### src/core/charger_alert_pkg.sv
package charger_alert_pkg;
	// clock and time base
	localparam int CLK_HZ = 40_000_000;
	localparam int US_PER_S = 1_000_000;
	localparam int CYC_PER_US = CLK_HZ / US_PER_S;
	localparam int CNT_W = 28;
	typedef logic [CNT_W-1:0] cnt_t;

	// bus address, arbitrary value
	localparam logic [6:0] DEV_ADDR_DEFAULT = 7'h09;

	// command codes
	localparam logic [7:0] CMD_THR = 8'h48;
	localparam int NCFG = 7;
	localparam int CFG_A = 0;
	localparam int CFG_B = 1;
	localparam int CFG_C = 2;
	localparam int CFG_D = 3;
	localparam int CFG_E = 4;
	localparam int CFG_F = 5;
	localparam int CFG_G = 6;
	localparam logic [7:0] CFG_CODE [NCFG] = '{8'h39, 8'h3C, 8'h3D, 8'h4C,
		8'h4E, 8'h38, 8'h37};
	localparam logic [15:0] CFG_MASK [NCFG] = '{16'hFFFF, 16'hFF77,
		16'hEFFD, 16'hFDFF, 16'hFBFD, 16'hFFFF, 16'h00FF};
	localparam logic [15:0] CFG_RESET [NCFG] = '{16'h0000, 16'h0000,
		16'h0000, 16'h0000, 16'h0000, 16'h0000, 16'h0003};

	// discharge alert threshold layout
	localparam logic [15:0] THR_RESET = 16'h1000;
	localparam int THR_LSB = 8;
	localparam int THR_MSB = 13;
	localparam logic [5:0] THR_MAX = 6'h32;
	localparam logic [15:0] LP_THR_MA [4] = '{16'd12000, 16'd10000,
		16'd8000, 16'd6000};

	// field positions
	localparam int A_TIMEOUT_DIS = 7;
	localparam int A_LP_THR = 3;
	localparam int B_CMP_DB = 14;
	localparam int B_LEARN_EXIT = 13;
	localparam int B_LEARN = 12;
	localparam int B_REV = 11;
	localparam int B_FREQ = 8;
	localparam int B_TURBO_DIS = 6;
	localparam int B_MON_DIS = 5;
	localparam int B_MON_SEL = 4;
	localparam int B_SYS_DIS = 2;
	localparam int B_LOW_RAIL = 0;
	localparam int C_TRICKLE = 14;
	localparam int C_REV_DLY = 13;
	localparam int C_ADP_DB = 11;
	localparam int C_ALERT_DB = 9;
	localparam int C_ALERT_DUR = 6;
	localparam int D_REV_DLY = 0;
	localparam int E_ALERT_CLR = 1;
	localparam int E_ALERT_LATCH = 0;

	// times in microseconds, TIMEOUT_S in seconds
	localparam cnt_t ALERT_DB_US [4] = '{28'd7, 28'd100, 28'd500, 28'd1000};
	localparam cnt_t LOW_RAIL_DB_US = 28'd8;
	localparam cnt_t ALERT_DUR_US [8] = '{28'd10000, 28'd20000, 28'd15000,
		28'd5000, 28'd1000, 28'd500, 28'd100, 28'd0};
	localparam cnt_t REV_DLY_US [4] = '{28'd1300000, 28'd1550000,
		28'd150000, 28'd7500};
	localparam cnt_t ADP_DB_US [2] = '{28'd1300000, 28'd150000};
	localparam int TIMEOUT_S = 175;
	localparam int TIMEOUT_US = TIMEOUT_S * US_PER_S;

	typedef enum logic [2:0] {PH_IDLE, PH_ADDR, PH_CMD, PH_DLO, PH_DHI,
		PH_RLO, PH_RHI, PH_SKIP} phase_t;
endpackage

### src/core/charger_alert_config_regs.sv
`timescale 1ns/1ps
`default_nettype none
module charger_alert_config_regs
	import charger_alert_pkg::*;
#(
	parameter logic [6:0] DEV_ADDR = DEV_ADDR_DEFAULT,
	parameter int US_CYC = CYC_PER_US,
	parameter int TIMEOUT_TICKS = TIMEOUT_US
) (
	input wire logic ref_clk,
	input wire logic rst_n,
	input wire logic scl_in,
	input wire logic sda_in,
	output logic sda_out,
	output logic sda_oe_n,
	input wire logic [15:0] discharge_current_ma,
	input wire logic adapter_overcurrent_level,
	input wire logic low_rail_trip,
	input wire logic low_power_mode,
	input wire logic adapter_present,
	input wire logic battery_absent,
	input wire logic battery_below_min,
	input wire logic turbo_active,
	input wire logic limit_write,
	output logic alert_n,
	output logic [1:0] low_rail_threshold_sel,
	output logic [1:0] comparator_db_sel,
	output logic learn_mode,
	output logic reverse_power_mode,
	output logic input_switch_gate,
	output logic [1:0] trickle_current_sel,
	output logic [1:0] switching_freq_sel,
	output logic monitor_enable,
	output logic monitor_select,
	output logic switching_enable,
	output logic battery_switch_gate,
	output logic charge_enable
);
	localparam logic [7:0] US_CYC_M1 = 8'(US_CYC - 1);
	localparam cnt_t TIMEOUT_CNT = cnt_t'(TIMEOUT_TICKS);
	// idle levels: bus lines high, status pins low
	localparam logic [5:0] SYNC_IDLE = 6'h03;

	// input synchronisers: scl, sda, adapter, battery, overcurrent, rail
	logic [5:0] sync1_r;
	logic [5:0] sync2_r;
	always_ff @(posedge ref_clk or negedge rst_n) begin
		if (!rst_n) begin
			sync1_r <= SYNC_IDLE;
			sync2_r <= SYNC_IDLE;
		end else begin
			sync1_r <= {low_rail_trip, adapter_overcurrent_level,
				battery_absent, adapter_present, sda_in, scl_in};
			sync2_r <= sync1_r;
		end
	end
	wire scl_s = sync2_r[0];
	wire sda_s = sync2_r[1];
	wire adp_s = sync2_r[2];
	wire bat_abs_s = sync2_r[3];
	wire acov_s = sync2_r[4];
	wire lowrail_s = sync2_r[5];

	// microsecond tick
	logic [7:0] us_cnt_r;
	logic tick_r;
	always_ff @(posedge ref_clk or negedge rst_n) begin
		if (!rst_n) begin
			us_cnt_r <= 8'h00;
			tick_r <= 1'b0;
		end else begin
			tick_r <= (us_cnt_r == US_CYC_M1);
			us_cnt_r <= (us_cnt_r == US_CYC_M1) ? 8'h00 : us_cnt_r + 8'h01;
		end
	end

	// serial bus slave
	phase_t phase_r;
	phase_t phase_nxt;
	logic scl_d_r;
	logic sda_d_r;
	logic [3:0] bit_cnt_r;
	logic ack_r;
	logic [7:0] shift_r;
	logic [7:0] cmd_r;
	logic [7:0] lo_r;
	logic [7:0] tx_r;
	logic oe_n_r;
	logic oe_n_nxt;
	logic [15:0] rd_word;

	wire scl_rise = scl_s & ~scl_d_r;
	wire scl_fall = ~scl_s & scl_d_r;
	wire bus_start = scl_s & scl_d_r & sda_d_r & ~sda_s;
	wire bus_stop = scl_s & scl_d_r & ~sda_d_r & sda_s;
	wire bit_in = scl_rise & ~ack_r & (bit_cnt_r != 4'd8);
	wire byte_end = scl_fall & ~ack_r & (bit_cnt_r == 4'd8);
	wire ack_end = scl_fall & ack_r;
	wire rd_ph = (phase_r == PH_RLO) | (phase_r == PH_RHI);
	wire host_ack = scl_rise & ack_r & rd_ph & oe_n_r;
	wire next_bit = scl_fall & ~ack_r & rd_ph & (bit_cnt_r != 4'd0)
		& (bit_cnt_r != 4'd8);
	wire addr_ok = (shift_r[7:1] == DEV_ADDR);
	wire cmd_is_g = (cmd_r == CFG_CODE[CFG_G]);
	wire wr_ack = ((phase_r == PH_ADDR) & addr_ok) | (phase_r == PH_CMD)
		| (phase_r == PH_DLO) | (phase_r == PH_DHI);
	wire wr_pulse = byte_end & ((phase_r == PH_DHI)
		| ((phase_r == PH_DLO) & cmd_is_g));
	wire [15:0] wr_data = (phase_r == PH_DHI) ? {shift_r, lo_r}
		: {8'h00, shift_r};

	always_comb begin
		phase_nxt = phase_r;
		if (bus_start) begin
			phase_nxt = PH_ADDR;
		end else if (bus_stop) begin
			phase_nxt = PH_IDLE;
		end else if (byte_end) begin
			unique case (phase_r)
				PH_ADDR: phase_nxt = !addr_ok ? PH_SKIP
					: (shift_r[0] ? PH_RLO : PH_CMD);
				PH_CMD: phase_nxt = PH_DLO;
				PH_DLO: phase_nxt = cmd_is_g ? PH_SKIP : PH_DHI;
				PH_DHI: phase_nxt = PH_SKIP;
				PH_IDLE, PH_RLO, PH_RHI, PH_SKIP: phase_nxt = phase_r;
			endcase
		end else if (host_ack) begin
			phase_nxt = (sda_s || phase_r == PH_RHI) ? PH_SKIP : PH_RHI;
		end
	end

	always_comb begin
		oe_n_nxt = oe_n_r;
		if (bus_start || bus_stop) begin
			oe_n_nxt = 1'b1;
		end else if (byte_end) begin
			oe_n_nxt = ~wr_ack;
		end else if ((ack_end || next_bit) && rd_ph) begin
			oe_n_nxt = tx_r[7];
		end else if (ack_end) begin
			oe_n_nxt = 1'b1;
		end
	end

	always_ff @(posedge ref_clk or negedge rst_n) begin
		if (!rst_n) begin
			phase_r <= PH_IDLE;
			scl_d_r <= 1'b1;
			sda_d_r <= 1'b1;
			oe_n_r <= 1'b1;
		end else begin
			phase_r <= phase_nxt;
			scl_d_r <= scl_s;
			sda_d_r <= sda_s;
			oe_n_r <= oe_n_nxt;
		end
	end

	always_ff @(posedge ref_clk or negedge rst_n) begin
		if (!rst_n) begin
			bit_cnt_r <= 4'd0;
			ack_r <= 1'b0;
			shift_r <= 8'h00;
		end else if (bus_start) begin
			bit_cnt_r <= 4'd0;
			ack_r <= 1'b0;
		end else begin
			if (bit_in) begin
				shift_r <= {shift_r[6:0], sda_s};
				bit_cnt_r <= bit_cnt_r + 4'd1;
			end
			if (byte_end) begin
				ack_r <= 1'b1;
				bit_cnt_r <= 4'd0;
			end
			if (ack_end) begin
				ack_r <= 1'b0;
			end
		end
	end

	always_ff @(posedge ref_clk or negedge rst_n) begin
		if (!rst_n) begin
			cmd_r <= 8'h00;
			lo_r <= 8'h00;
			tx_r <= 8'h00;
		end else begin
			if (byte_end && phase_r == PH_CMD) begin
				cmd_r <= shift_r;
			end
			if (byte_end && phase_r == PH_DLO) begin
				lo_r <= shift_r;
			end
			if (byte_end && phase_r == PH_ADDR) begin
				tx_r <= rd_word[7:0];
			end else if (host_ack && phase_r == PH_RLO) begin
				tx_r <= rd_word[15:8];
			end else if ((ack_end || next_bit) && rd_ph) begin
				tx_r <= {tx_r[6:0], 1'b0};
			end
		end
	end

	always_ff @(posedge ref_clk or negedge rst_n) begin
		if (!rst_n) begin
			sda_out <= 1'b0;
		end else begin
			sda_out <= 1'b0;
		end
	end
	assign sda_oe_n = oe_n_r;

	// discharge alert threshold
	logic [5:0] thr_r;
	wire thr_hit = wr_pulse & (cmd_r == CMD_THR);
	wire [5:0] thr_in = wr_data[THR_MSB:THR_LSB];
	always_ff @(posedge ref_clk or negedge rst_n) begin
		if (!rst_n) begin
			thr_r <= THR_RESET[THR_MSB:THR_LSB];
		end else if (thr_hit) begin
			thr_r <= (thr_in > THR_MAX) ? THR_MAX : thr_in;
		end
	end
	wire [15:0] thr_word = {2'b00, thr_r, 8'h00};

	// configuration words
	logic [15:0] cfg_r [NCFG];
	genvar gi;
	generate
		for (gi = 0; gi < NCFG; gi++) begin : g_cfg
			wire hit = wr_pulse & (cmd_r == CFG_CODE[gi]);
			always_ff @(posedge ref_clk or negedge rst_n) begin
				if (!rst_n) begin
					cfg_r[gi] <= CFG_RESET[gi];
				end else if (hit) begin
					cfg_r[gi] <= wr_data & CFG_MASK[gi];
				end
			end
		end
	endgenerate
	wire alert_clr = wr_pulse & (cmd_r == CFG_CODE[CFG_E])
		& wr_data[E_ALERT_CLR];

	always_comb begin
		rd_word = 16'h0000;
		if (cmd_r == CMD_THR) begin
			rd_word = thr_word;
		end
		for (int i = 0; i < NCFG; i++) begin
			if (cmd_r == CFG_CODE[i]) begin
				rd_word = cfg_r[i];
			end
		end
	end

	// alert path
	wire [1:0] lp_sel = cfg_r[CFG_A][A_LP_THR +: 2];
	wire [1:0] db_sel = cfg_r[CFG_C][C_ALERT_DB +: 2];
	wire [2:0] dur_sel = cfg_r[CFG_C][C_ALERT_DUR +: 3];
	wire [15:0] act_thr = low_power_mode ? LP_THR_MA[lp_sel]
		: thr_word;
	wire over = (discharge_current_ma > act_thr) | acov_s;
	logic alert_r;
	logic alert_nxt;
	cnt_t db_cnt_r;
	cnt_t lr_cnt_r;
	cnt_t hold_r;
	wire db_done = db_cnt_r >= ALERT_DB_US[db_sel];
	wire lr_done = lr_cnt_r >= LOW_RAIL_DB_US;
	wire trip = (over & db_done) | (lowrail_s & lr_done);
	wire latch = cfg_r[CFG_E][E_ALERT_LATCH];

	always_ff @(posedge ref_clk or negedge rst_n) begin
		if (!rst_n) begin
			db_cnt_r <= '0;
			lr_cnt_r <= '0;
		end else begin
			if (!over) begin
				db_cnt_r <= '0;
			end else if (tick_r && !db_done) begin
				db_cnt_r <= db_cnt_r + 1'b1;
			end
			if (!lowrail_s) begin
				lr_cnt_r <= '0;
			end else if (tick_r && !lr_done) begin
				lr_cnt_r <= lr_cnt_r + 1'b1;
			end
		end
	end

	always_comb begin
		alert_nxt = alert_r;
		if (trip) begin
			alert_nxt = 1'b1;
		end else if (alert_clr) begin
			alert_nxt = 1'b0;
		end else if (!latch && hold_r == '0) begin
			alert_nxt = 1'b0;
		end
	end

	always_ff @(posedge ref_clk or negedge rst_n) begin
		if (!rst_n) begin
			alert_r <= 1'b0;
			alert_n <= 1'b1;
			hold_r <= '0;
		end else begin
			alert_r <= alert_nxt;
			alert_n <= ~alert_nxt;
			if (trip && !alert_r) begin
				hold_r <= ALERT_DUR_US[dur_sel];
			end else if (tick_r && hold_r != '0) begin
				hold_r <= hold_r - 1'b1;
			end
		end
	end

	// host activity timeout
	cnt_t to_cnt_r;
	logic stop_r;
	wire to_run = ~cfg_r[CFG_A][A_TIMEOUT_DIS] & adp_s;
	always_ff @(posedge ref_clk or negedge rst_n) begin
		if (!rst_n) begin
			to_cnt_r <= '0;
			stop_r <= 1'b0;
			charge_enable <= 1'b1;
		end else begin
			if (limit_write || !to_run) begin
				to_cnt_r <= '0;
				stop_r <= 1'b0;
			end else if (to_cnt_r >= TIMEOUT_CNT) begin
				stop_r <= 1'b1;
			end else if (tick_r) begin
				to_cnt_r <= to_cnt_r + 1'b1;
			end
			charge_enable <= ~stop_r;
		end
	end

	// learn mode
	logic learn_exit_r;
	wire [15:0] wb = cfg_r[CFG_B];
	always_ff @(posedge ref_clk or negedge rst_n) begin
		if (!rst_n) begin
			learn_exit_r <= 1'b0;
			learn_mode <= 1'b0;
		end else begin
			if (!wb[B_LEARN]) begin
				learn_exit_r <= 1'b0;
			end else if (learn_mode && wb[B_LEARN_EXIT]
				&& battery_below_min) begin
				learn_exit_r <= 1'b1;
			end
			learn_mode <= wb[B_LEARN] & ~bat_abs_s & ~learn_exit_r;
		end
	end

	// reverse mode start-up
	cnt_t rev_cnt_r;
	wire [1:0] rev_sel = {cfg_r[CFG_C][C_REV_DLY], cfg_r[CFG_D][D_REV_DLY]};
	always_ff @(posedge ref_clk or negedge rst_n) begin
		if (!rst_n) begin
			rev_cnt_r <= '0;
			reverse_power_mode <= 1'b0;
		end else if (!wb[B_REV]) begin
			rev_cnt_r <= '0;
			reverse_power_mode <= 1'b0;
		end else if (rev_cnt_r >= REV_DLY_US[rev_sel]) begin
			reverse_power_mode <= 1'b1;
		end else if (tick_r) begin
			rev_cnt_r <= rev_cnt_r + 1'b1;
		end
	end

	// adapter insertion debounce
	cnt_t adp_cnt_r;
	logic adp_off_seen_r;
	wire adp_sel = ~adp_off_seen_r | cfg_r[CFG_C][C_ADP_DB];
	always_ff @(posedge ref_clk or negedge rst_n) begin
		if (!rst_n) begin
			adp_cnt_r <= '0;
			adp_off_seen_r <= 1'b0;
			input_switch_gate <= 1'b0;
		end else if (!adp_s) begin
			adp_cnt_r <= '0;
			input_switch_gate <= 1'b0;
			if (input_switch_gate) begin
				adp_off_seen_r <= 1'b1;
			end
		end else if (adp_cnt_r >= ADP_DB_US[adp_sel]) begin
			input_switch_gate <= 1'b1;
		end else if (tick_r) begin
			adp_cnt_r <= adp_cnt_r + 1'b1;
		end
	end

	// derived controls
	always_ff @(posedge ref_clk or negedge rst_n) begin
		if (!rst_n) begin
			monitor_enable <= 1'b1;
			switching_enable <= 1'b1;
			battery_switch_gate <= 1'b0;
		end else begin
			monitor_enable <= adp_s | ~wb[B_MON_DIS];
			switching_enable <= ~wb[B_SYS_DIS];
			battery_switch_gate <= wb[B_SYS_DIS]
				| (turbo_active & ~wb[B_TURBO_DIS]);
		end
	end

	assign monitor_select = wb[B_MON_SEL];
	assign low_rail_threshold_sel = wb[B_LOW_RAIL +: 2];
	assign comparator_db_sel = wb[B_CMP_DB +: 2];
	assign switching_freq_sel = wb[B_FREQ +: 2];
	assign trickle_current_sel = cfg_r[CFG_C][C_TRICKLE +: 2];
endmodule // charger_alert_config_regs
`default_nettype wire

### config.mk
export PLATFORM = sky130hd
export DESIGN_NAME = charger_alert_config_regs
export DESIGN_NICKNAME = d
export VERILOG_FILES = /design/src/core/charger_alert_pkg.sv /design/src/core/charger_alert_config_regs.sv
export SDC_FILE = /design/constraint.sdc
export NUM_CORES = 1
export LEC_CHECK = 0
export ABC_CLOCK_PERIOD_IN_PS = 3900
export BUFFER_PORTS_ARGS = -buffer_cell sky130_fd_sc_hd__buf_2
export CAP_MARGIN = 20
export CORE_ASPECT_RATIO = 0.5
export CORE_MARGIN = 10
export CORE_UTILIZATION = 40
export CTS_BUF_LIST = sky130_fd_sc_hd__clkbuf_2
export DETAILED_ROUTE_END_ITERATION = 12
export MAX_ROUTING_LAYER = met4
export SETUP_SLACK_MARGIN = 0.02
export SKIP_LAST_GASP = 1
export SYNTH_ARGS = -nofsm -noshare
export SYNTH_HDL_FRONTEND = slang
export SYNTH_SLANG_ARGS = --single-unit
### constraint.sdc
create_clock -name ref_clk -period 3.9 [get_ports ref_clk]
set_clock_uncertainty 0.15 [all_clocks]
set_input_delay 0.585 -clock ref_clk [delete_from_list [all_inputs] [get_ports ref_clk]]
set_output_delay 0.585 -clock ref_clk [all_outputs]
set_load 0.03 [all_outputs]
==> results.tsv, run 1 <==
stage	metric	value	unit
worst_setup_path	cp_max_fo	13	
logic_synthesis	synth_warnings	0	
sta	setup_violations	0	
sta	finalHoldViolCount	0	
sta	max_slew_margin	31.04	%
sta	fin_setup_tns	0	ns
worst_setup_path	rr_endpoint	rev_cnt_r[5]	
power	clkPwrFrac	35.0	%
worst_setup_path	cp.buffers_inverters	2	
grt	grt_pass1_vias	12850	
die	coreArea	0.04231	mm2
logic_synthesis	synth_area_leaders	dfrtp_1 48%, ha_1 5.4%, o21ai_0 4.5%, nand2_1 4.3%, nor2_1 3.3%	
finish	fill_cells	4191	
worst_setup_path	path_delay_family	simple AND/OR/NAND/NOR gates	
sta	worst-slew-pin-transition	1.034	ns
power	pwr-share-comb	9.4	%
placement	io_buffers	45	
logic_synthesis	synth_top_cell_by_area	dfrtp_1	
worst_setup_path	start_kind	register	
sta	maxSlewViolCount	0	
worst_setup_path	cp.depth	10	
logic_synthesis	synth_cell_type_count	81	
power	vdd_ir_drop_max	129.4	uV
logic_synthesis	yosysSeqAreaShare	50.41	%
sta	rsz0062_at_grt	true	
logic_synthesis	synth_common_cells	333 x dfrtp_1, 199 x nand2_1, 155 x o21ai_0	
worst_setup_path	crit_chain	inv_1, ha_1, inv_1, ha_1, a22o_1, o41ai_1, a21oi_2, or4_4, or3_2, a21oi_1	
placement	hpwl	28.53	mm
grt	track_usage	16.32	%
power	p_sw	2152	uW
placement	dp.cells	2338	
sta	period_minus_slack	3.604	ns
clocking	numCtsBuffers	84	
worst_setup_path	path_class	reg -> reg	
worst_setup_path	reg2regPathDepth	10	
logic_synthesis	synth_top_area_share	48.28	%
routing	dr_total_vias	13230	
clocking	clk_path_buf_depth	3	
power	p_seq_share	55.6	%
sta	max_freq	277.5	MHz
power	sw_frac_of_total	30.75	%
worst_setup_path	setup.worst_path.end_class	register	
worst_setup_path	cp_slowest_stage_delay	0.63	ns
logic_synthesis	synth_ff_type	dfrtp_1	
run_status	status	finished clean	
sta	period_share	92.42	%
worst_setup_path	critPathLaunch	cfg_r[77]	
logic_synthesis	synth_most_common_cell	dfrtp_1	
finish	drive_gt1_share	15.80	%
routing	drcViolationCount	0	
routing	dr.pass1.iters	6	
finish	multi_input_area	0.008005	mm2
routing	drt_wl_total	41.97	mm
power	power_density	363.7	mW/mm2
clocking	cts.sinks	347	
routing	via_per_inst	5.259	
die	die_h	166.9	um
worst_setup_path	crit-reg2reg-launch	cfg_r[77]	
finish	fin_cells	2516	
finish	nNetsFinal	1971	
logic_synthesis	syn_avg_cell_area	9.857	um2
logic_synthesis	synth_edf_count	0	
clocking	clk_pin_slew_worst_paths	0.12	ns
grt	grt-ovfl-total	0	
logic_synthesis	synth_cells	1751	
worst_setup_path	worstPathRequired	4.63	ns
grt	grt_pass1_wl	68.87	mm
grt	antenna_found_initial	2	
die	die_w	313.8	um
power	p_int	4847	uW
clocking	cts_tree	yes	
worst_setup_path	worstPathArrival	4.33	ns
finish	fin_area	0.01924	mm2
clocking	clockRootBuffer	clkbuf_2	
hold_path	hp-class	in -> async	
worst_setup_path	crit_end	rev_cnt_r[5]	
clocking	clock_latency	1.02	ns
routing	wl_met3	2.201	mm
clocking	ctsHtreeMaxLevel	3	
routing	routed.top_layer	met4	
die	start_util	40.79	%
logic_synthesis	async_flop_share	100.0	%
routing	antenna_left	0	
logic_synthesis	syn-cell-area	0.01726	mm2
routing	wl_met2	18.50	mm
grt	grt_start_max_net_pins	101	
power	p_leak	0.008521	uW
logic_synthesis	syn-num-nets	1853	
routing	route.detailed.wl_per_inst	16.68	um
routing	drt_iter0_drc	920	
die	num_io_pins	47	
routing	wl_met1	20.59	mm
logic_synthesis	ys_ff_latch	347	
die	die_area	0.05236	mm2
finish	regArea	0.008702	mm2
finish	syn2layout_area_growth	11.50	%
placement	gp_congestion	0.8951	
placement	place_area	0.01825	mm2
die	rows	53	
worst_setup_path	cp_slowest_cell	or4_4	
job	drv_cap	0	
worst_setup_path	r2r_slack	0.30	ns
-- timing repair --
item,CTS,global route
gates resized for setup,0,4
endpoints found under the setup margin,0,22
setup buffers,0,1
hold buffers,21,0
endpoints found under the hold margin,180,0
-- worst reg2reg max path: stages, from the launching register on --
cell and delay [ns]:
dfrtp_2 0.49, inv_1 0.20, ha_1 0.29, inv_1 0.09, ha_1 0.23, a22o_1 0.23
o41ai_1 0.37, a21oi_2 0.22, or4_4 0.64, or3_2 0.47, a21oi_1 0.15
-- layer usage --
metal	up-vias	global-route usage (%)
met5	-	-
met4	0	4.600
met3	57	4.053
met2	272	24.02
met1	6405	22.02
li1	6498	-
-- cell type report --
cell class / instances / area share (%)
clock inverters: 22 / 0.5332
clock buffers: 132 / 3.433
well taps: 577 / 3.752
diodes: 2 / 0.02601
inverters: 56 / 1.092
multi-input cells: 1267 / 41.60
repair buffers: 113 / 4.343
flip-flops and latches: 347 / 45.22
-- stage by stage --
stage	hold WS (ns)	utilization (%)	power (uW)	setup slack, ns
floorplan	0.1394	-	4280	0.5589
global placement	0.1853	43.14	4599	0.3485
detailed placement	0.1871	43.14	4604	0.1734
CTS	0.006379	45.44	7119	0.1576
global route	0.02204	45.48	7422	0.01642
finish	0.1023	45.48	6999	0.2958
-- how the worst min path moves through the flow --
stage / start / to / slack [ns] / depth (start not counted)
floorplan: rst_n / ack_r / 0.14 / 0
global placement: sync1_r[4] / sync2_r[4] / 0.19 / 0
detailed placement: sync1_r[3] / sync2_r[3] / 0.19 / 0
CTS: rst_n / db_cnt_r[10] / 0.006 / 2
global route: scl_in / sync1_r[0] / 0.02 / 2
finish: rst_n / db_cnt_r[20] / 0.10 / 2
-- power groups by stage --
stage | clock network [uW] | logic (uW) | registers, uW
after CTS | 2560 | 666 | 3890
after global placement | 0 | 642 | 3960
after detailed placement | 0 | 646 | 3960
final | 2450 | 661 | 3890
after global routing | 2760 | 747 | 3920
after floorplan | 0 | 392 | 3890
-- placed cells by master (no fill, tap or decap), types with 47 or more instances in the layout --
master      n
dfrtp_1   332
nand2_1   199
nor2_1    154
o21ai_0   154
clkbuf_2  132
a21oi_1    76
ha_1       74
and2_1     65
inv_1      55
nand3_1    51
xnor2_1    47
-- registers in the layout, summed over array words and instances (netlist names), 2 cells and up --
name / flops
adp_cnt_r: 28
bit_cnt_r: 4
cfg_r: 81
cmd_r: 8
db_cnt_r: 28
hold_r: 28
lo_r: 8
lr_cnt_r: 28
phase_r: 3
rev_cnt_r: 28
shift_r: 8
sync1_r: 6
sync2_r: 6
thr_r: 6
to_cnt_r: 28
trickle_current_sel: 2
tx_r: 8
us_cnt_r: 8
wb: 14
-- kinds of logic after synthesis --
logic type,count (synthesis),synth area share [%]
AO/OA/AOI/OAI,358,12.86
XOR/XNOR,81,4.110
adder cells (fa/ha/maj),74,5.365
buffers and inverters,137,3.291
flip-flops,347,50.41
multiplexers,59,3.661
other,1,0.02173
AND/OR/NAND/NOR,694,20.28
Power figures use the tool's default switching activity.
==> run 2: changes to the inputs <==
Settings changed: ABC_AREA set to 1.
==> run 2 against run 1 <==
Wire length grew 12%; area after synthesis grew 9.2%; first-iteration DRC count grew 24%; flip-flop and latch count is the same; die area grew 8.4%; count of clock-buffer cells in the layout shrank 2; highest routed layer unchanged.
==> results.tsv, run 2 <==
stage	metric	value	unit	change
run_status	status	finished clean		unchanged
power	p_leak	0.009665	uW	was 0.008521 uW
worst_setup_path	crit_chain	inv_1, ha_1, or2_2, ha_1, nand3_1, o211ai_1, nand2_1, nand3_1, nand2_1, nand2_2, nand2_2, nand2_2, nand2_4, inv_4, nand2_1, nand2_1, nand2_1		was inv_1, ha_1, inv_1, ha_1, a22o_1, o41ai_1, a21oi_2, or4_4, or3_2, a21oi_1
worst_setup_path	setup.worst_path.end_class	register		unchanged
clocking	clk_pin_slew_worst_paths	0.11	ns	was 0.12 ns
grt	grt_pass1_vias	15260		was 12850
logic_synthesis	synth_most_common_cell	nand2_1		was dfrtp_1
finish	fill_cells	4793		was 4191
worst_setup_path	rr_endpoint	hold_r[13]		was rev_cnt_r[5]
worst_setup_path	path_class	reg -> reg		unchanged
clocking	clock_latency	0.99	ns	was 1.02 ns
worst_setup_path	worstPathRequired	4.56	ns	was 4.63 ns
finish	drive_gt1_share	11.09	%	was 15.80%
worst_setup_path	cp_max_fo	45		was 13
die	coreArea	0.04673	mm2	was 0.04231 mm2
clocking	numCtsBuffers	85		was 84
sta	worst-slew-pin-transition	0.8009	ns	was 1.034 ns
die	start_util	40.33	%	was 40.79%
routing	route.detailed.wl_per_inst	14.86	um	was 16.68 um
logic_synthesis	synth_cell_type_count	60		was 81
grt	grt_start_max_net_pins	93		was 101
grt	grt-ovfl-total	0		unchanged
sta	setup_violations	0		unchanged
logic_synthesis	syn-cell-area	0.01885	mm2	was 0.01726 mm2
clocking	clockRootBuffer	clkbuf_2		unchanged
clocking	ctsHtreeMaxLevel	3		unchanged
power	vdd_ir_drop_max	148.9	uV	was 129.4 uV
worst_setup_path	cp_common_cell	nand2_1		
sta	period_share	83.59	%	was 92.42%
sta	fin_setup_tns	0	ns	unchanged
placement	hpwl	33.26	mm	was 28.53 mm
hold_path	hp-class	in -> async		unchanged
grt	grt_pass1_wl	78.64	mm	was 68.87 mm
finish	final_common_cell	nand2_1		was dfrtp_1
worst_setup_path	start_kind	register		unchanged
worst_setup_path	cp_slowest_cell	dfrtp_1		was or4_4
logic_synthesis	synth_common_cells	549 x nand2_1, 333 x dfrtp_1, 263 x inv_1		was 333 x dfrtp_1, 199 x nand2_1, 155 x o21ai_0
die	num_io_pins	47		unchanged
routing	drt_wl_total	47.01	mm	was 41.97 mm
logic_synthesis	syn-num-nets	2467		was 1853
clocking	cts_tree	yes		unchanged
clocking	clk_path_buf_depth	3		unchanged
routing	dr.pass1.iters	5		was 6
routing	drcViolationCount	0		unchanged
worst_setup_path	reg2regPathDepth	17		was 10
sta	max_slew_margin	46.61	%	was 31.04%
logic_synthesis	synth_area_leaders	dfrtp_1 44%, nand2_1 11%, inv_1 5.2%, nor2_1 5.0%, ha_1 4.9%		was dfrtp_1 48%, ha_1 5.4%, o21ai_0 4.5%, nand2_1 4.3%, nor2_1 3.3%
die	die_w	327.0	um	was 313.8 um
logic_synthesis	synth_top_area_share	44.21	%	was 48.28%
sta	finalHoldViolCount	0		unchanged
logic_synthesis	synth_top_cell_by_area	dfrtp_1		unchanged
finish	nNetsFinal	2564		was 1971
worst_setup_path	cp_slowest_stage_delay	0.41	ns	was 0.63 ns
die	die_h	173.5	um	was 166.9 um
die	rows	56		was 53
sta	timing.hold.ws	0.1169	ns	was 0.1023 ns
routing	via_per_inst	5.016		was 5.259
placement	io_buffers	45		unchanged
worst_setup_path	r2r_slack	0.64	ns	was 0.30 ns
clocking	cts_resized	0		unchanged
job	drv_cap	0		unchanged
placement	gp_congestion	0.9026		was 0.8951
routing	antenna_left	0		unchanged
routing	dr_total_vias	15870		was 13230
logic_synthesis	async_flop_share	100.0	%	unchanged
logic_synthesis	synth_warnings	0		unchanged
die	die_area	0.05673	mm2	was 0.05236 mm2
clocking	cts.sinks	347		unchanged
sta	period_minus_slack	3.260	ns	was 3.604 ns
sta	maxSlewViolCount	0		unchanged
sta	max_freq	306.8	MHz	was 277.5 MHz
logic_synthesis	synth_cells	2365		was 1751
finish	layout_common_cells	549 x nand2_1, 333 x dfrtp_1, 263 x inv_1		was 332 x dfrtp_1, 199 x nand2_1, 154 x nor2_1, 154 x o21ai_0, 132 x clkbuf_2
grt	antenna_found_initial	1		was 2
finish	regMostFlops	cfg_r		unchanged
logic_synthesis	syn_avg_cell_area	7.970	um2	was 9.857 um2
logic_synthesis	yosysSeqAreaShare	46.16	%	was 50.41%
logic_synthesis	synth_edf_count	0		unchanged
finish	syn2layout_area_growth	9.678	%	was 11.50%
worst_setup_path	worstPathArrival	3.92	ns	was 4.33 ns
logic_synthesis	synth_ff_type	dfrtp_1		unchanged
sta	rsz0062_at_grt	false		was true
logic_synthesis	ys_ff_latch	347		unchanged
grt	track_usage	16.97	%	was 16.32%
routing	drt_iter0_drc	1138		was 920
power	power_density	345.2	mW/mm2	was 363.7 mW/mm2
worst_setup_path	crit-reg2reg-launch	cfg_r[99]		was cfg_r[77]
finish	largest_reg_flops	81		unchanged
[run 2: changes by cell type after synthesis, sizes merged, moves of 36 or more]
cell / change
xor2: +38
inv: +220
nand2: +361
nor2: +106
xnor2: -36
nand3: +117
and2: -64
[run 2: cells by family after synthesis]
logic type	after synthesis	synth area share, %
compound gates	320	9.691
xor+xnor	83	3.857
fa+ha+maj	74	4.912
buf+inv	357	7.640
flops	347	46.16
mux	4	0.2257
other cells	1	0.01989
simple gates	1179	27.49
[run 2: where the power goes]
group,internal (uW),total [uW],switching (uW)
sequential,3740,3850,111
clock,941,2460,1520
combinational,248,822,574
total,4930,7140,2210
[run 2: worst max-delay path by stage]
| stage | startpoint | endpoint | cells after the start |
|---|---|---|---|
| floorplan | cfg_r[99] | hold_r[13] | 16 |
| global placement | low_power_mode | hold_r[22] | 15 |
| detailed placement | low_power_mode | hold_r[25] | 15 |
| CTS | cfg_r[99] | hold_r[13] | 17 |
| global route | cfg_r[99] | hold_r[3] | 15 |
| finish | cfg_r[99] | hold_r[13] | 17 |
[run 2: layout make-up]
class | count | area (um2) | share of cell area (%)
clock buffers | 130 | 650.6 | 3.147
repair buffers | 87 | 645.6 | 3.123
clock inverters | 20 | 106.4 | 0.5144
multi-input cells | 1661 | 8716 | 42.16
inverters | 280 | 1054 | 5.096
well taps | 638 | 798.3 | 3.861
flip-flops and latches | 347 | 8701 | 42.09
diodes | 1 | 2.502 | 0.01210
[run 2: timing repair]
action                    CTS  global route
setup buffers               0             0
hold buffers               13             0
hold endpoints to repair  218             0
[run 2: per-layer routing]
| metal | vias up | global-route usage, % | share of wire (%) |
|---|---|---|---|
| met2 | 325 | 26.61 | 45 |
| met4 | 0 | 4.606 | 1.9 |
| li1 | 7967 | - | - |
| met3 | 89 | 3.063 | 4.6 |
| met1 | 7491 | 22.38 | 48 |
| met5 | - | - | 0 |
[run 2: metrics by stage]
| stage | setup slack, ns | power [uW] | utilization, % | instances | area, um2 |
|---|---|---|---|---|---|
| floorplan | 1.249 | 4413 | - | 2365 | 18850 |
| global placement | 0.6557 | 4725 | 42.33 | 3000 | 19780 |
| detailed placement | 0.6393 | 4738 | 42.33 | 3000 | 19780 |
| CTS | 0.6222 | 7255 | 44.23 | 3163 | 20670 |
| global route | 0.2469 | 7566 | 44.24 | 3164 | 20670 |
| finish | 0.6400 | 7136 | 44.24 | 3164 | 20670 |
[run 2: worst max-delay path, delay by kind of cell (launching register included)]
family                   cells  cell delay (ns)
AND/OR/NAND/NOR             12             1.38
adder cells (fa/ha/maj)      2             0.52
buffers and inverters        2             0.45
flip-flops                   1             0.41
AO/OA/AOI/OAI                1             0.17
==> run 3: changes to the inputs <==
Settings changed: ABC_CLOCK_PERIOD_IN_PS 3900 to 3100.
Clock period 3.9 ns to 3.1 ns, I/O delays scaled along.
==> run 3 against run 2 <==
Worst hold slack better by 0.046 ns; wire length up 4.6%; critical path depth rose by 4; highest routed layer unchanged; combinational power grew 35%; register-to-register slack worse by 0.45 ns; sequential share of layout area shrank 1.1 points; via count rose by 1.5%; count of clock-buffer cells in the layout shrank 4; largest cell class unchanged; first-iteration DRC count is 11% higher; non-clock buffer count increased by 45; design area grew 2.6%; total power rose by 26%.
==> results.tsv, run 3 (synthesis results as in run 2) <==
stage	metric	value	unit	change
clocking	cts_tree	yes		unchanged
routing	dr.pass1.iters	7		was 5
placement	gp_congestion	0.9022		was 0.9026
grt	grt.met2_usage	28.15	%	was 26.61%
sta	maxSlewViolCount	0		unchanged
clocking	cts.sinks	347		unchanged
grt	met3_usage	3.154	%	was 3.063%
power	power_density	425.6	mW/mm2	was 345.2 mW/mm2
finish	nNetsFinal	2613		was 2564
sta	setup_violations	0		unchanged
grt	grt.busiest_layer	met2		unchanged
run_status	status	finished clean		unchanged
grt	grt_start_max_net_pins	71		was 93
clocking	clk_pin_slew_worst_paths	0.12	ns	was 0.11 ns
worst_setup_path	path_delay_family	simple AND/OR/NAND/NOR gates		unchanged
die	die_h	173.5	um	unchanged
grt	antenna_found_initial	2		was 1
finish	multi_input_area	0.008772	mm2	was 0.008716 mm2
finish	layout_common_cells	549 x nand2_1, 332 x dfrtp_1, 261 x inv_1		was 549 x nand2_1, 333 x dfrtp_1, 263 x inv_1
clocking	clk_path_buf_depth	3		unchanged
finish	syn2layout_area_growth	12.52	%	was 9.678%
routing	dr_total_vias	16100		was 15870
clocking	ctsHtreeMaxLevel	3		unchanged
finish	regMostFlops	cfg_r		unchanged
finish	final_common_cell	nand2_1		unchanged
sta	worst-slew-pin-transition	0.6981	ns	was 0.8009 ns
sta	period_share	93.76	%	was 83.59%
die	die_w	327.0	um	unchanged
finish	largest_reg_flops	81		unchanged
worst_setup_path	cp_slowest_cell	dfrtp_1		unchanged
die	start_util	40.33	%	unchanged
worst_setup_path	cp_slowest_stage_delay	0.42	ns	was 0.41 ns
placement	io_buffers	45		unchanged
die	num_io_pins	47		unchanged
grt	grt_pass1_vias	16020		was 15260
routing	drt_wl_total	49.18	mm	was 47.01 mm
grt	grt_pass1_wl	81.82	mm	was 78.64 mm
finish	fin_area	0.02121	mm2	was 0.02067 mm2
sta	max_slew_margin	53.15	%	was 46.61%
die	coreArea	0.04673	mm2	unchanged
placement	pre_cts_slack	0.04293	ns	was 0.6393 ns
worst_setup_path	path_class	reg -> reg		unchanged
die	rows	56		unchanged
routing	drcViolationCount	0		unchanged
routing	route.detailed.wl_per_inst	15.31	um	was 14.86 um
clocking	clock_latency	1.01	ns	was 0.99 ns
sta	finalHoldViolCount	0		unchanged
hold_path	hp-class	in -> reg		was in -> async
die	die_area	0.05673	mm2	unchanged
finish	fill_cells	4694		was 4793
sta	rsz0062_at_grt	true		was false
sta	timing.hold.ws	0.1629	ns	was 0.1169 ns
sta	max_freq	344.1	MHz	was 306.8 MHz
job	drv_cap	0		unchanged
worst_setup_path	crit_chain	inv_2, buf_4, ha_1, nor2_1, nand2_1, o21ai_0, ha_1, nand4_1, nor3_2, nand2_1, nand3_1, nand2_1, nand2_2, nand2_2, nand2_4, nand2_8, buf_4, nand2_1, nand2_1, nand2_1, nand2_1		was inv_1, ha_1, or2_2, ha_1, nand3_1, o211ai_1, nand2_1, nand3_1, nand2_1, nand2_2, nand2_2, nand2_2, nand2_4, inv_4, nand2_1, nand2_1, nand2_1
routing	drt_iter0_drc	1267		was 1138
worst_setup_path	cp_max_fo	7		was 45
finish	regArea	0.008702	mm2	was 0.008701 mm2
worst_setup_path	worstPathRequired	3.82	ns	was 4.56 ns
routing	via_per_inst	5.012		was 5.016
worst_setup_path	setup.worst_path.end_class	register		unchanged
placement	place_area	0.02004	mm2	was 0.01978 mm2
grt	track_usage	17.75	%	was 16.97%
clocking	numCtsBuffers	87		was 85
clocking	clockRootBuffer	clkbuf_2		unchanged
worst_setup_path	cp.buffers_inverters	3		was 2
power	vdd_ir_drop_max	168.3	uV	was 148.9 uV
worst_setup_path	cp_common_cell	nand2_1		unchanged
routing	antenna_left	0		unchanged
power	p_leak	0.009926	uW	was 0.009665 uW
finish	drive_gt1_share	12.47	%	was 11.09%
worst_setup_path	worstPathArrival	3.62	ns	was 3.92 ns
sta	worst_slack	0.1935	ns	was 0.6400 ns
sta	fin_setup_tns	0	ns	unchanged
worst_setup_path	start_kind	register		unchanged
grt	met1_usage	23.08	%	was 22.38%
placement	hpwl	34.65	mm	was 33.26 mm
sta	period_minus_slack	2.907	ns	was 3.260 ns
grt	grt-ovfl-total	0		unchanged
==> run 3: changes by cell type in the layout (fill, tap and decap cells not counted), moves of 3 or more <==
cell	delta
buf_6	+3
buf_12	+5
buf_4	+24
clkbuf_2	-4
clkinv_1	+3
dlygate4sd3_1	+9
==> run 3: final timing paths <==
path | startpoint | to | slack [ns] | depth (start not counted)
worst max-delay path | cfg_r[99] | hold_r[5] | 0.19 | 21
worst min-delay path | discharge_current_ma[13] | db_cnt_r[2] | 0.16 | 8
worst max register to register | cfg_r[99] | hold_r[5] | 0.19 | 21
worst min register to register | sync1_r[2] | sync2_r[2] | 0.21 | 0
max in group asynchronous | rst_n | wb[13] | 1.75 | 4
min in group asynchronous | rst_n | to_cnt_r[18] | 0.60 | 4
==> run 3: report_power, final <==
group          leakage, uW  internal (uW)  switching [uW]
combinational      0.00471            358             750
clock             0.000576           1090            1990
sequential         0.00464           4700             138
==> run 3: metal layers <==
metal,part of all wire [%],up-vias
met5,0,-
met4,1.8,0
met3,4.0,79
met2,46,272
met1,48,7697
li1,-,8055
==> run 3: through the flow <==
| stage | total power (uW) | utilization, % | cells |
|---|---|---|---|
| floorplan | 5552 | - | 2365 |
| global placement | 5965 | 42.89 | 3028 |
| detailed placement | 5986 | 42.89 | 3028 |
| CTS | 9141 | 45.06 | 3205 |
| global route | 9582 | 45.38 | 3213 |
| finish | 9026 | 45.38 | 3213 |
==> run 3: tightest hold or removal path: stages <==
cell,delay [ns]
buf_2,0.08
ha_1,0.13
a211oi_1,0.05
nand3_1,0.07
nand2_1,0.07
nand2_2,0.14
a21oi_1,0.08
a21oi_1,0.13
==> run 3: timing repair <==
action                                 CTS  global route
cloned                                   0             2
resized for setup                        1            22
setup endpoints to repair               16            72
endpoints found under the hold margin  388             0
hold buffers                            25             0
setup buffers                            0             5
pin swaps                                0            10
==> run 3: final cells by class <==
| class | instances | share of cell area, % |
|---|---|---|
| Sequential cell | 347 | 41.03 |
| Antenna cell | 1 | 0.01180 |
| Inverter | 280 | 5.026 |
| Tap cell | 638 | 3.764 |
| Clock buffer | 126 | 2.973 |
| Timing Repair inverter | 1 | 0.02950 |
| Multi-Input combinational cell | 1662 | 41.36 |
| Clock inverter | 26 | 0.5368 |
| Timing Repair Buffer | 132 | 5.268 |
